===== config.mk =====
export PLATFORM = sky130hd
export DESIGN_NAME = sdram_power_refresh_control
export DESIGN_NICKNAME = d
export VERILOG_FILES = /design/src/logic/sdram_power_refresh_pkg.sv /design/src/logic/sdram_power_refresh_control.sv /design/src/logic/tick_divider.sv /design/src/logic/interval_timer.sv
export SDC_FILE = /design/constraint.sdc
export NUM_CORES = 1
export LEC_CHECK = 0
export ABC_AREA = 1
export BUFFER_PORTS_ARGS = -buffer_cell sky130_fd_sc_hd__buf_2
export CORE_MARGIN = 2
export CORE_UTILIZATION = 40
export CTS_BUF_LIST = sky130_fd_sc_hd__clkbuf_16
export DETAILED_ROUTE_END_ITERATION = 16
export HOLD_SLACK_MARGIN = 0.1
export PLACE_DENSITY_LB_ADDON = 0.08
export SLEW_MARGIN = 10
export SYNTH_ARGS = -nofsm -noshare
export SYNTH_HDL_FRONTEND = slang
export SYNTH_SLANG_ARGS = --single-unit

===== constraint.sdc =====
create_clock -name i_clk -period 1.9 [get_ports i_clk]
set_input_delay 0.38 -clock i_clk [delete_from_list [all_inputs] [get_ports i_clk]]
set_output_delay 0.38 -clock i_clk [all_outputs]
set_load 0.005 [all_outputs]

===== src/logic/sdram_power_refresh_pkg.sv =====
// Purpose: shared constants and types of the sdram power and refresh control
// Assumes: 125 MHz controller clock, 32-bit register port
// Notes:   register offsets are byte addresses
package sdram_power_refresh_pkg;

   // ==========================================================
   // bus and clock
   localparam int ADDR_W  = 32;
   localparam int DATA_W  = 32;
   localparam int CLK_MHZ = 125;
   localparam int MODE_W  = 14;
   localparam int CNT_W   = 16;
   localparam int WAIT_W  = 5;

   // ==========================================================
   // register offsets
   localparam logic [ADDR_W-1:0] MEMORY_POWER_CONTROL_OFS = 32'h6d000070;
   localparam logic [ADDR_W-1:0] MEMORY_MODE_CONFIG_OFS   = 32'h6d000084;
   localparam logic [ADDR_W-1:0] REFRESH_INTERVAL_OFS     = 32'h6d0000a4;
   localparam logic [ADDR_W-1:0] CONTROLLER_STATUS_OFS    = 32'h6d0000b0;

   // ==========================================================
   // memory_power_control fields
   localparam int HIGH_POWER_BANDWIDTH_MODE_BIT = 0;
   localparam int EXT_CLOCK_DISABLE_BIT         = 1;
   localparam int POWER_DOWN_ENABLE_BIT         = 2;
   localparam int TRIGGER_SELECT_LSB            = 4;
   localparam int SELF_REFRESH_ON_IDLE_REQ_BIT  = 6;
   localparam int SELF_REFRESH_ON_WARM_RST_BIT  = 7;
   localparam int IDLE_TIMEOUT_COUNT_LSB        = 8;
   localparam logic [DATA_W-1:0] POWER_CONTROL_MASK = 32'h00fffff7;

   localparam logic [1:0] TRIGGER_NONE         = 2'h0;
   localparam logic [1:0] TRIGGER_CLOCK_STOP   = 2'h1;
   localparam logic [1:0] TRIGGER_SELF_REFRESH = 2'h2;

   // ==========================================================
   // reset values
   localparam logic [DATA_W-1:0] POWER_CONTROL_RST    = 32'h000000c1;
   localparam logic [DATA_W-1:0] MODE_CONFIG_RST      = 32'h00000000;
   localparam logic [CNT_W-1:0]  REFRESH_INTERVAL_RST = 16'h03cf;
   localparam logic [CNT_W-1:0]  IDLE_COUNT_OFF       = 16'h0000;

   // ==========================================================
   // timing
   localparam int IDLE_UNIT_CYCLES = 64;
   localparam int T_RP_NS  = 18;
   localparam int T_RFC_NS = 72;
   localparam int T_XSR_NS = 120;
   localparam logic [WAIT_W-1:0] T_RP_CYC  = WAIT_W'((T_RP_NS * CLK_MHZ + 999) / 1000);
   localparam logic [WAIT_W-1:0] T_RFC_CYC = WAIT_W'((T_RFC_NS * CLK_MHZ + 999) / 1000);
   localparam logic [WAIT_W-1:0] T_XSR_CYC = WAIT_W'((T_XSR_NS * CLK_MHZ + 999) / 1000);
   localparam logic [WAIT_W-1:0] T_MRD_CYC = 5'h02;
   localparam logic [WAIT_W-1:0] T_XP_CYC  = 5'h01;
   localparam logic [WAIT_W-1:0] WAIT_NONE = 5'h00;

   // ==========================================================
   // types
   typedef enum logic [2:0] {
      S_HALT         = 3'b000,
      S_PRECHARGE    = 3'b001,
      S_MODE_SET     = 3'b011,
      S_NORMAL       = 3'b010,
      S_REFRESH      = 3'b110,
      S_SELF_REFRESH = 3'b111,
      S_SR_EXIT      = 3'b101,
      S_POWER_DOWN   = 3'b100
   } state_t;

   typedef enum logic [2:0] {
      CMD_NOP           = 3'h0,
      CMD_PRECHARGE_ALL = 3'h1,
      CMD_AUTO_REFRESH  = 3'h2,
      CMD_MODE_SET      = 3'h3,
      CMD_SELF_REFRESH  = 3'h4
   } cmd_t;

endpackage : sdram_power_refresh_pkg


===== src/logic/sdram_power_refresh_control.sv =====
// Purpose: power management and refresh restart of an sdram controller
// Assumes: access requests, idle request and warm reset come from logic on i_clk
// Notes:   memory commands and cke are registered; grant is combinational
//
// Behaviour
// - after reset, auto-refresh stays stopped until a mode-register write.
// - a mode-register write returns the state machine to normal, refresh resumes.
// - every mode-register command is preceded by an atomic precharge, accesses held.
// - memories enter self-refresh when idle only through trigger select 0x2 or an enabled idle request.
// - trigger select 0x2 enters self-refresh when the idle timeout expires.
// - idle timeout count sets the timeout in units; 0x1 is one unit.
// - trigger select 0 disables every idle-counter feature.
// - power-down enable 0 keeps cke high outside self-refresh.
// - power control 0xC1 means high bandwidth, no power-down, clock on, no idle count, self-refresh on idle request and on warm reset.
// - if enabled, a hardware idle request puts memory in self-refresh.
// - if enabled, a warm reset puts memory in self-refresh.
//
// Chosen here: strobed register access.
`timescale 1ns/1ps
module sdram_power_refresh_control
   import sdram_power_refresh_pkg::*;
(
   input  wire logic                                  i_clk,
   input  wire logic                                  i_rst_n,
   input  wire logic [sdram_power_refresh_pkg::ADDR_W-1:0] i_addr,
   input  wire logic [sdram_power_refresh_pkg::DATA_W-1:0] i_wdata,
   input  wire logic                                  i_wr,
   input  wire logic                                  i_rd,
   output logic      [sdram_power_refresh_pkg::DATA_W-1:0] o_rdata,
   input  wire logic                                  i_access_req,
   output logic                                       o_access_grant,
   input  wire logic                                  i_idle_req,
   output logic                                       o_idle_ack,
   input  wire logic                                  i_warm_rst,
   output sdram_power_refresh_pkg::cmd_t               o_mem_cmd,
   output logic      [sdram_power_refresh_pkg::MODE_W-1:0] o_mem_mode,
   output logic                                       o_mem_cke,
   output logic                                       o_mem_clk_en
);

   import sdram_power_refresh_pkg::*;

   // ==========================================================
   // register port
   logic [DATA_W-1:0] power_q;
   logic [DATA_W-1:0] power_d;
   logic [DATA_W-1:0] mode_q;
   logic [DATA_W-1:0] mode_d;
   logic [CNT_W-1:0]  interval_q;
   logic [CNT_W-1:0]  interval_d;
   logic [DATA_W-1:0] rdata_q;
   logic [DATA_W-1:0] rdata_d;
   logic              mode_wr;

   state_t            state_q;
   state_t            state_d;
   logic [WAIT_W-1:0] wait_q;
   logic [WAIT_W-1:0] wait_d;
   cmd_t              cmd_q;
   cmd_t              cmd_d;
   logic              cke_q;
   logic              cke_d;
   logic              clk_en_q;
   logic              clk_en_d;
   logic              active_q;
   logic              active_d;
   logic              pending_q;
   logic              pending_d;
   logic              due_q;
   logic              due_d;
   logic              warm_q;
   logic              warm_d;

   // field views
   logic [1:0]        trigger;
   logic [CNT_W-1:0]  idle_count;
   logic              pwd_en;
   logic              sr_on_idle;
   logic              sr_on_warm;
   logic              ext_clk_dis;

   assign trigger     = power_q[TRIGGER_SELECT_LSB +: 2];
   assign idle_count  = power_q[IDLE_TIMEOUT_COUNT_LSB +: CNT_W];
   assign pwd_en      = power_q[POWER_DOWN_ENABLE_BIT];
   assign sr_on_idle  = power_q[SELF_REFRESH_ON_IDLE_REQ_BIT];
   assign sr_on_warm  = power_q[SELF_REFRESH_ON_WARM_RST_BIT];
   assign ext_clk_dis = power_q[EXT_CLOCK_DISABLE_BIT];

   assign mode_wr = i_wr && (i_addr == MEMORY_MODE_CONFIG_OFS);

   always_comb
   begin
      power_d    = power_q;
      mode_d     = mode_q;
      interval_d = interval_q;
      rdata_d    = '0;
      if (i_wr)
      begin
         unique case (i_addr)
            MEMORY_POWER_CONTROL_OFS: power_d    = i_wdata & POWER_CONTROL_MASK;
            MEMORY_MODE_CONFIG_OFS:   mode_d     = i_wdata;
            REFRESH_INTERVAL_OFS:     interval_d = i_wdata[CNT_W-1:0];
            default:                  power_d    = power_q;
         endcase
      end
      if (i_rd)
      begin
         unique case (i_addr)
            MEMORY_POWER_CONTROL_OFS: rdata_d = power_q;
            MEMORY_MODE_CONFIG_OFS:   rdata_d = mode_q;
            REFRESH_INTERVAL_OFS:     rdata_d = {{(DATA_W-CNT_W){1'b0}}, interval_q};
            CONTROLLER_STATUS_OFS:
               rdata_d = {{(DATA_W-9){1'b0}}, clk_en_q, cke_q, warm_q, due_q,
                          pending_q, active_q, state_q};
            default:                  rdata_d = '0;
         endcase
      end
   end

   always_ff @(posedge i_clk or negedge i_rst_n)
   begin
      if (!i_rst_n)
      begin
         power_q    <= POWER_CONTROL_RST;
         mode_q     <= MODE_CONFIG_RST;
         interval_q <= REFRESH_INTERVAL_RST;
         rdata_q    <= '0;
      end
      else
      begin
         power_q    <= power_d;
         mode_q     <= mode_d;
         interval_q <= interval_d;
         rdata_q    <= rdata_d;
      end
   end

   assign o_rdata = rdata_q;

   // ==========================================================
   // idle and refresh timing
   logic unit_tick;
   logic idle_zero;
   logic idle_load;
   logic idle_expired;
   logic refresh_zero;
   logic refresh_tick;
   logic sr_req;
   logic power_wr;

   assign power_wr = i_wr && (i_addr == MEMORY_POWER_CONTROL_OFS);

   tick_divider #(
      .DIV     (IDLE_UNIT_CYCLES)
   ) u_unit (
      .i_clk   (i_clk),
      .i_rst_n (i_rst_n),
      .o_tick  (unit_tick)
   );

   // busy or disabled keeps the idle counter reloaded; a power write reloads so a stale zero never expires
   assign idle_load = i_access_req || (trigger == TRIGGER_NONE)
                      || power_wr || !(state_q == S_NORMAL || state_q == S_POWER_DOWN);

   interval_timer #(
      .W       (CNT_W)
   ) u_idle (
      .i_clk   (i_clk),
      .i_rst_n (i_rst_n),
      .i_load  (idle_load),
      .i_value (power_d[IDLE_TIMEOUT_COUNT_LSB +: CNT_W]),
      .i_en    (unit_tick),
      .o_zero  (idle_zero)
   );

   // a zero count means no timeout at all
   assign idle_expired = idle_zero && !idle_load && (idle_count != IDLE_COUNT_OFF);

   // refresh counter only runs once a mode write has restarted it
   interval_timer #(
      .W       (CNT_W)
   ) u_refresh (
      .i_clk   (i_clk),
      .i_rst_n (i_rst_n),
      .i_load  (!active_q || refresh_zero),
      .i_value (interval_q),
      .i_en    (1'b1),
      .o_zero  (refresh_zero)
   );

   assign refresh_tick = active_q && refresh_zero;

   assign sr_req = active_q
                   && ((trigger == TRIGGER_SELF_REFRESH && idle_expired)
                       || (sr_on_idle && i_idle_req)
                       || warm_q);

   // ==========================================================
   // power and refresh state machine
   always_comb
   begin
      state_d   = state_q;
      wait_d    = (wait_q != WAIT_NONE) ? wait_q - 1'b1 : WAIT_NONE;
      cmd_d     = CMD_NOP;
      cke_d     = cke_q;
      active_d  = active_q;
      pending_d = pending_q || mode_wr;
      due_d     = due_q || refresh_tick;
      warm_d    = warm_q || (i_warm_rst && sr_on_warm);
      clk_en_d  = clk_en_q;
      if (wait_q == WAIT_NONE)
      begin
         unique case (state_q)
            S_HALT:
               if (pending_q)
               begin
                  state_d = S_PRECHARGE;
                  cmd_d   = CMD_PRECHARGE_ALL;
                  wait_d  = T_RP_CYC;
               end
            S_PRECHARGE:
            begin
               state_d   = S_MODE_SET;
               cmd_d     = CMD_MODE_SET;
               wait_d    = T_MRD_CYC;
               pending_d = mode_wr;
            end
            S_MODE_SET:
            begin
               state_d  = S_NORMAL;
               active_d = 1'b1;
            end
            S_NORMAL:
               if (pending_q)
               begin
                  state_d = S_PRECHARGE;
                  cmd_d   = CMD_PRECHARGE_ALL;
                  wait_d  = T_RP_CYC;
               end
               else if (due_q)
               begin
                  state_d = S_REFRESH;
                  cmd_d   = CMD_AUTO_REFRESH;
                  wait_d  = T_RFC_CYC;
                  due_d   = refresh_tick;
               end
               else if (sr_req)
               begin
                  state_d = S_SELF_REFRESH;
                  cmd_d   = CMD_SELF_REFRESH;
                  cke_d   = 1'b0;
               end
               else if (pwd_en && !i_access_req)
               begin
                  state_d = S_POWER_DOWN;
                  cke_d   = 1'b0;
               end
            S_REFRESH:
               state_d = S_NORMAL;
            S_POWER_DOWN:
               if (i_access_req || due_q || pending_q || sr_req || !pwd_en)
               begin
                  state_d = S_NORMAL;
                  cke_d   = 1'b1;
                  wait_d  = T_XP_CYC;
               end
            S_SELF_REFRESH:
            begin
               // memory refreshes itself; the periodic request is dropped
               due_d = 1'b0;
               if (pending_q || (i_access_req && !(sr_on_idle && i_idle_req)))
               begin
                  state_d = S_SR_EXIT;
                  cke_d   = 1'b1;
                  wait_d  = T_XSR_CYC;
                  warm_d  = i_warm_rst && sr_on_warm;
               end
            end
            S_SR_EXIT:
               state_d = S_NORMAL;
         endcase
      end
      // clock to memory stops only where the memory tolerates it
      clk_en_d = !((ext_clk_dis && state_d == S_SELF_REFRESH)
                   || (trigger == TRIGGER_CLOCK_STOP && idle_expired
                       && state_d == S_POWER_DOWN));
   end

   always_ff @(posedge i_clk or negedge i_rst_n)
   begin
      if (!i_rst_n)
      begin
         state_q   <= S_HALT;
         wait_q    <= WAIT_NONE;
         cmd_q     <= CMD_NOP;
         cke_q     <= 1'b1;
         clk_en_q  <= 1'b1;
         active_q  <= 1'b0;
         pending_q <= 1'b0;
         due_q     <= 1'b0;
         warm_q    <= 1'b0;
      end
      else
      begin
         state_q   <= state_d;
         wait_q    <= wait_d;
         cmd_q     <= cmd_d;
         cke_q     <= cke_d;
         clk_en_q  <= clk_en_d;
         active_q  <= active_d;
         pending_q <= pending_d;
         due_q     <= due_d;
         warm_q    <= warm_d;
      end
   end

   // ==========================================================
   // outputs
   // grant drops for the whole precharge and mode sequence, so it is atomic
   assign o_access_grant = (state_q == S_NORMAL) && (wait_q == WAIT_NONE)
                           && !pending_q && !due_q && !sr_req;
   assign o_idle_ack     = (state_q == S_SELF_REFRESH);
   assign o_mem_cmd      = cmd_q;
   assign o_mem_mode     = mode_q[MODE_W-1:0];
   assign o_mem_cke      = cke_q;
   assign o_mem_clk_en   = clk_en_q;

endmodule : sdram_power_refresh_control


===== src/logic/tick_divider.sv =====
// Purpose: one-cycle enable pulse every DIV clock cycles
// Assumes: DIV of two or more
// Notes:   free running from reset
`timescale 1ns/1ps
module tick_divider #(
   parameter int DIV = 64
) (
   input  wire logic i_clk,
   input  wire logic i_rst_n,
   output logic      o_tick
);

   // ==========================================================
   // divider
   localparam int W = $clog2(DIV);
   localparam logic [W-1:0] LAST = W'(DIV - 1);

   logic [W-1:0] cnt_q;
   logic [W-1:0] cnt_d;

   always_comb
   begin
      cnt_d = (cnt_q == LAST) ? '0 : cnt_q + 1'b1;
   end

   always_ff @(posedge i_clk or negedge i_rst_n)
   begin
      if (!i_rst_n)
         cnt_q <= '0;
      else
         cnt_q <= cnt_d;
   end

   assign o_tick = (cnt_q == LAST);

endmodule : tick_divider


===== src/logic/interval_timer.sv =====
// Purpose: loadable down counter, steps on an enable, reports zero
// Assumes: load has priority over counting
// Notes:   holds at zero until loaded again
`timescale 1ns/1ps
module interval_timer #(
   parameter int W = 16
) (
   input  wire logic         i_clk,
   input  wire logic         i_rst_n,
   input  wire logic         i_load,
   input  wire logic [W-1:0] i_value,
   input  wire logic         i_en,
   output logic              o_zero
);

   // ==========================================================
   // counter
   logic [W-1:0] cnt_q;
   logic [W-1:0] cnt_d;

   always_comb
   begin
      cnt_d = cnt_q;
      if (i_load)
         cnt_d = i_value;
      else if (i_en && cnt_q != '0)
         cnt_d = cnt_q - 1'b1;
   end

   always_ff @(posedge i_clk or negedge i_rst_n)
   begin
      if (!i_rst_n)
         cnt_q <= '0;
      else
         cnt_q <= cnt_d;
   end

   assign o_zero = (cnt_q == '0);

endmodule : interval_timer


## Word-level counts from Yosys, hierarchy flattened

Cells that the tools add are included.

- Memories: 0
- Output and inout bits: 53
- Input bits: 71
- Memory bits (writable): 0
- Latch bits: 0
- Bits in read-only memories: 0
- Logic and storage cells: 153
- Bits in registers: 158

- Eq/ne operators: 21
- Reductions and logical operators: 63
- Add/subtract/negate cells: 4
- Bitwise logic cells: 0
- Shift operators: 0
- Multipliers: 0
- $lt $le $gt $ge: 0
- Divide/modulo/power cells: 0
- Multiplexer cells: 48

Operators with widths:

| cell | count |
|---|---|
| $eq A32 B31 Y1 const B | 4 |
| $pmux W32 S4 | 1 |
| $mux W16 | 4 |
| $mux W24 | 2 |
| $reduce_bool A16 Y1 | 3 |
| $mux W3 | 12 |
| $mux W5 | 7 |
| $logic_not A16 Y1 | 2 |
| $mux W32 | 1 |
| $sub A16 B1 Y16 const B | 2 |
| $pmux W5 S5 | 1 |
| $logic_and A1 B1 Y1 | 19 |
| $eq A3 B3 Y1 const B | 6 |
| $pmux W3 S6 | 1 |
| $logic_or A1 B1 Y1 | 16 |
| $mux W1 | 15 |
| $logic_not A1 Y1 | 10 |
| $pmux W3 S3 | 1 |
| $reduce_and A2 Y1 | 4 |
| $reduce_and A7 Y1 | 1 |
| $add A6 B1 Y6 const B | 1 |
| $eq A3 B2 Y1 const B | 2 |
| $eq A6 B6 Y1 const B | 1 |
| $mux W6 | 1 |
| other kinds (16) | 19 |

## Depth between registers and ports, before layout

- Word-level depth: 20
- Gate-level depth with buffers: 17
- Mapped depth without buffers: 17

## Modules after synthesis

Synthesis repeated with hierarchy kept, for this count alone.

- Cell total of the unflattened synthesis: 1,028
- Area, all modules: 8,265.4 um^2

Modules (own cells, without submodules):

| module | area an instance (um^2) | times used | cells each | sequential area each (um^2) |
|---|---|---|---|---|
| sdram_power_refresh_control | 5,504.0 | 1 | 639 | 3,019.1 |
| interval_timer | 1,255.0 | 2 | 183 | 400.4 |
| tick_divider | 251.5 | 1 | 23 | 150.1 |

## Worst setup path before layout

No wires, ideal clock.

- Kind: register -> register
- Start point: register u_refresh.cnt_q[0]
- End point: register u_refresh.cnt_q[14]
- Stages on the path, launching flop included: 15
- Setup slack: -0.162 ns
- Buffers on the path: 2
- Data required time: 1.784 ns
- Arrival time: 1.946 ns
- Library setup time: 0.116 ns
- Clock period less this slack: 2.062 ns
- Cells stage by stage: dfrtp_1 inv_1 ha_1 inv_1 nor2_2 inv_1 nor3_2 nor3b_4 nand4_2 nor3_2 nor2_1 buf_6 buf_8 nand2_1 nand2_1

- Word-level cells in the longest chain between the ends: 3
- Elaborated cells on any way between the ends: 7
- Classes of those cells: add/sub: 1; mux: 2; reduce/logical: 4

Ends and longest elaborated chain:

| item | line | RTL |
|---|---|---|
| start, declared | interval_timer.sv:18 | `logic [W-1:0] cnt_q;` |
| start signal, assigned | interval_timer.sv:35 | `cnt_q <= cnt_d;` |
| $sub A16 B1 Y16 or $logic_not A16 Y1 (tied branches) | interval_timer.sv:27, interval_timer.sv:38 |  |
| $mux W16 or $logic_or A1 B1 Y1 (tied branches) | interval_timer.sv:26, sdram_power_refresh_control.sv:185 |  |
| $mux W16 or $reduce_bool A2 Y1 (tied branches) | - |  |

Several ways; a longest one is shown, not always the timed one. The select of a mux whose other input is x is not followed.
A chain may end at the register's enable or synchronous reset.

## Final worst setup path

- Start point: register state_q[0]
- End point: output o_access_grant

- Word-level cells in the longest chain between the ends: 13
- Elaborated cells on any way between the ends: 17
- Classes of those cells: eq/ne: 2; reduce/logical: 15

Ends and longest elaborated chain:

| item | line | RTL |
|---|---|---|
| start, declared | sdram_power_refresh_control.sv:55 | `state_t state_q;` |
| start signal, assigned | sdram_power_refresh_control.sv:305 | `state_q <= state_d;` |
| $eq A3 B2 Y1 or $eq A3 B3 Y1 (tied branches) | sdram_power_refresh_control.sv:163, sdram_power_refresh_control.sv:320 |  |
| $logic_or A1 B1 Y1 | sdram_power_refresh_control.sv:163 | `\|\| power_wr \|\| !(state_q == S_NORMAL \|\| state_q == S_POWER_DOWN);` |
| $logic_not A1 Y1 | sdram_power_refresh_control.sv:163 |  |
| $logic_or A1 B1 Y1 | sdram_power_refresh_control.sv:163 |  |
| $logic_not A1 Y1 | sdram_power_refresh_control.sv:177 | `assign idle_expired = idle_zero && !idle_load && (idle_count != IDLE_COUNT_OFF);` |
| $logic_and A1 B1 Y1 (2 in series) | sdram_power_refresh_control.sv:177 |  |
| $logic_and A1 B1 Y1 | sdram_power_refresh_control.sv:194 | `&& ((trigger == TRIGGER_SELF_REFRESH && idle_expired)` |
| $logic_or A1 B1 Y1 | sdram_power_refresh_control.sv:195 | `\|\| (sr_on_idle && i_idle_req)` |
| $logic_or A1 B1 Y1 | sdram_power_refresh_control.sv:196 | `\|\| warm_q);` |
| $logic_and A1 B1 Y1 | sdram_power_refresh_control.sv:194 |  |
| $logic_not A1 Y1 | sdram_power_refresh_control.sv:321 | `&& !pending_q && !due_q && !sr_req;` |
| $logic_and A1 B1 Y1 * | sdram_power_refresh_control.sv:321 |  |
| end, declared | sdram_power_refresh_control.sv:31 | `output logic o_access_grant,` |

Every way passes the cells marked *; elsewhere a longest branch is shown, timed or not.

==> run_results.csv <==
group,metric,value,unit
run_status,run_status,"finished, violations left",
run_status,failing_checks,"setup timing",
pwr,pwr-share-seq,0.479,
sta,worst_rel_slew_slack,0.659,
placed_design,finalWeightedCongestion,0.867,
global_routing,antenna_found_initial,0,
pwr,power.net_switching,1.61,mW
hold_path,worst_hold_path_type,"in2reg",
cells_and_area,drive_above_1_share,0.368,
sta,final_max_slew_viol_count,0,
clock_tree,tritoncts_num_sinks,158,
detailed_routing,routed-via-count,6950,
sta,final-setup-viol-count,23,
synthesis,synthesis.area,0.00757,mm^2
floorplan,core_region_area,0.0186,mm^2
synthesis,postSynthRegisterBits,158,
cells_and_area,area_growth,39.7,%
pwr,ir_drop_worst_case_vdd,0.632,mV
synthesis,synth_warnings,0,
detailed_routing,drt-total-wl,22300,um
worst_setup_path,cp_num_buf_inv,2,
clock_tree,clock_latency,0.42,ns
placed_design,port_buffers,123,
sta,finalHoldViolCount,0,
sta,timing.fmax,432,MHz
placed_design,place_worst_setup_slack,-0.379,ns
cells_and_area,antenna-diode-count,0,
sta,fin_crit_sh,1.22,
clock_tree,clock_tree_from_tritoncts,"done",
detailed_routing,route.antenna.remaining_nets,0,
detailed_routing,dr.pass1.iters,6,
detailed_routing,route.detailed.drc,0,
synthesis,cells_after_synth,909,
placed_design,placed_cells_incl_taps,1356,
pwr,switching_share,0.229,
synthesis,yosysTopAreaCell,"sky130_fd_sc_hd__dfrtp_1",
synthesis,ys_top_cells_by_area,"sky130_fd_sc_hd__dfrtp_1 48%, sky130_fd_sc_hd__nand2_1 11%, sky130_fd_sc_hd__inv_1 6.2%",
placed_design,dp_hpwl,15900,um
cells_and_area,design.final.nets,1247,
clock_tree,worst_setup_hold_path_clk_slew,0.07,ns
worst_setup_path,path_cells,"inv_2 > nand2_1 > nor2_4 > nor2_4 > nor2_4 > nand4_1 > nand2_2 > a21oi_2 > buf_2",
worst_setup_path,worst-path-max-fanout,4,
global_routing,grt-ovfl-total,0,
synthesis,async_flop_share,1.00,
sta,tns,-4.03,ns
worst_setup_path,crit_path_end_kind,"output pin",
sta,rsz_0062_raised_after_global_routing,"yes",
job,maxCapViolations,0,
detailed_routing,drtIter0Drc,523,
worst_setup_path,timing.critical_path.slowest_cell_delay,0.46,ns
clock_tree,h-tree-depth,4,
synthesis,synth.distinct_cells,47,
worst_setup_path,critical_path_arrival,1.94,ns
pwr,p_per_area,665,mW/mm^2
global_routing,largest_net_degree_at_the_start_of_global_routing,45,
clock_tree,cts_root_buf,"sky130_fd_sc_hd__clkbuf_16",
clock_tree,tritoncts.num_buffers,17,
synthesis,mappedNetlistNets,985,
floorplan,fp.dieH,142,um
synthesis,synthDominantCellAreaShare,0.479,
worst_setup_path,critical_setup_path_class,"reg2out",
floorplan,die_outline_area,0.0200,mm^2
pwr,portion_of_total_power_attributed_to_combinational_logic,0.036,
cells_and_area,fin_cells,1418,
pwr,power_leakage,5.38,nW
global_routing,global_route_wire_length_before_repair,35000,um
clock_tree,longest_clk_path_bufs,2,
sta,finalWorstSetupSlack,-0.417,ns
worst_setup_path,cp-start-kind,"flop",
worst_setup_path,cp.required,1.52,ns
floorplan,die_outline_width,142,um
synthesis,dominantRegCellSynth,"sky130_fd_sc_hd__dfrtp_1",
pwr,share_clk_of_total_power,0.485,
detailed_routing,vias_per_cell,4.90,
synthesis,average_instance_area_after_synthesis,8.32,um^2
pwr,p_int,5.42,mW
worst_setup_path,timing.critical_path.max_delay_family,"simple AND/OR/NAND/NOR gates",
sta,worst-slew-pin-transition,0.504,ns
worst_setup_path,critPathSlowestCell,"sky130_fd_sc_hd__dfrtp_2",
sta,worst_clock_skew,0.00512,ns
worst_setup_path,worst_path_most_repeated_cell,"sky130_fd_sc_hd__nor2_4",
floorplan,std_cell_rows,50,
floorplan,starting_density_of_the_core,0.406,
global_routing,vias_in_the_first_global_route,6696,
floorplan,ios,124,
detailed_routing,wl_per_cell,15.7,um
synthesis,number_of_enable_flip_flop_cells_after_synthesis,0,
synthesis,synth-seq-area-share,0.525,
global_routing,grt_util_all_layers,0.225,
sta,min_period,2.32,ns
[power groups by stage]
stage          Clock, mW  Combinational, mW  Sequential (mW)
3_5_place_dp           0              0.258             3.43
6_report            3.41              0.254             3.36
5_1_grt             3.62              0.290             3.36
3_3_place_gp           0              0.259             3.43
4_1_cts             3.47              0.261             3.36
2_1_floorplan          0             0.0433             3.43
[area by class of cell]
class | instances | area (um^2)
Clock buffer | 17 | 425
Clock inverter | 15 | 161
Fill cell | 1705 | 8070
Inverter | 128 | 489
Multi-Input combinational cell | 585 | 3290
Sequential cell | 158 | 3970
Tap cell | 234 | 293
Timing Repair Buffer | 280 | 1940
Timing Repair inverter | 1 | 6.26
[kinds of logic after synthesis]
logic type | share of synthesized area
multiplexers | 0.0134
adder cells (fa/ha/maj) | 0.00827
AO/OA/AOI/OAI | 0.120
flip-flops | 0.525
XOR/XNOR | 0.0231
AND/OR/NAND/NOR | 0.219
buffers and inverters | 0.0923
[worst min-delay path, stage by stage]
cell and delay (ns):
sky130_fd_sc_hd__buf_2 0.08, sky130_fd_sc_hd__nand2_1 0.04, sky130_fd_sc_hd__o21ai_0 0.06
[path summary, 6_finish.rpt]
check,startpoint,end,slack [ns],cells past startpoint
max,state_q[0]$_DFF_PN0_,o_access_grant,-0.42,9
min,i_warm_rst,warm_q$_DFF_PN0_,0.17,3
max reg2reg,u_refresh.cnt_q[1]$_DFFE_PN0P_,u_refresh.cnt_q[1]$_DFFE_PN0P_,-0.22,14
min reg2reg,u_unit.cnt_q[4]$_DFF_PN0_,u_unit.cnt_q[4]$_DFF_PN0_,0.47,1
max in group asynchronous,i_rst_n,interval_q[7]$_DFFE_PN1P_,0.80,3
min in group asynchronous,i_rst_n,o_rdata[27]$_DFF_PN0_,0.45,2
[through the flow]
stage | hold slack, ns | total power, mW | instance area, um^2 | utilization
after floorplan | 0.0844 | 3.47 | 7580 | -
after global placement | 0.337 | 3.69 | 9320 | 0.500
after detailed placement | 0.335 | 3.68 | 9320 | 0.500
after CTS | 0.162 | 7.09 | 10300 | 0.552
after global routing | 0.177 | 7.27 | 10600 | 0.567
final | 0.173 | 7.03 | 10600 | 0.567
[synth_stat cells (6+ instances only)]
library cell and instances:
sky130_fd_sc_hd__o221ai_1 6, sky130_fd_sc_hd__dfrtp_1 145, sky130_fd_sc_hd__inv_1 124, sky130_fd_sc_hd__nand3_1 24
sky130_fd_sc_hd__nand4_1 14, sky130_fd_sc_hd__o21ai_0 80, sky130_fd_sc_hd__nor3_1 16, sky130_fd_sc_hd__buf_4 15
sky130_fd_sc_hd__o211ai_1 7, sky130_fd_sc_hd__a21oi_1 24, sky130_fd_sc_hd__nor2_1 101, sky130_fd_sc_hd__xor2_1 16
sky130_fd_sc_hd__clkbuf_1 20, sky130_fd_sc_hd__dfstp_2 13, sky130_fd_sc_hd__nand2_1 225, sky130_fd_sc_hd__mux2_2 9
sky130_fd_sc_hd__a221oi_1 11
[placed cells by master, fill, tap and decap left out, types with 16 or more instances in the layout]
cell	Yosys	routed
sky130_fd_sc_hd__buf_2	0	122
sky130_fd_sc_hd__nor2_1	101	70
sky130_fd_sc_hd__clkbuf_16	0	17
sky130_fd_sc_hd__inv_1	124	111
sky130_fd_sc_hd__nand2_2	1	16
sky130_fd_sc_hd__o21ai_0	80	76
sky130_fd_sc_hd__buf_4	15	136
sky130_fd_sc_hd__nor2_4	0	17
sky130_fd_sc_hd__nand3_1	24	19
sky130_fd_sc_hd__xor2_1	16	16
sky130_fd_sc_hd__nand2_1	225	206
sky130_fd_sc_hd__dfrtp_1	145	143
sky130_fd_sc_hd__nor2_2	2	16
sky130_fd_sc_hd__a21oi_1	24	23
[registers in the layout (all words and copies together) (netlist names), 3 cells and up]
register         count
u_refresh.cnt_q     16
power_q             23
wait_q               5
interval_q          16
mode_q              32
o_mem_cmd            3
u_idle.cnt_q        16
o_rdata             32
state_q              3
u_unit.cnt_q         6
[routing by layer]
layer,GRT usage,up-vias,part of all wire
met2,0.364,162,0.47
met3,0.0408,23,0.048
met1,0.311,3318,0.46
li1,-,3447,-
met5,0,-,0
met4,0.0637,0,0.014
[what timing repair did]
item / CTS / global route
setup buffers: 27 / 7
setup endpoints to repair: 41 / 46
pin swaps: 22 / 27
hold buffers: 1 / 0
endpoints found under the hold margin: 40 / 0
resized for setup: 68 / 67
cloned: 2 / 0
Power figures use the tool's default switching activity.
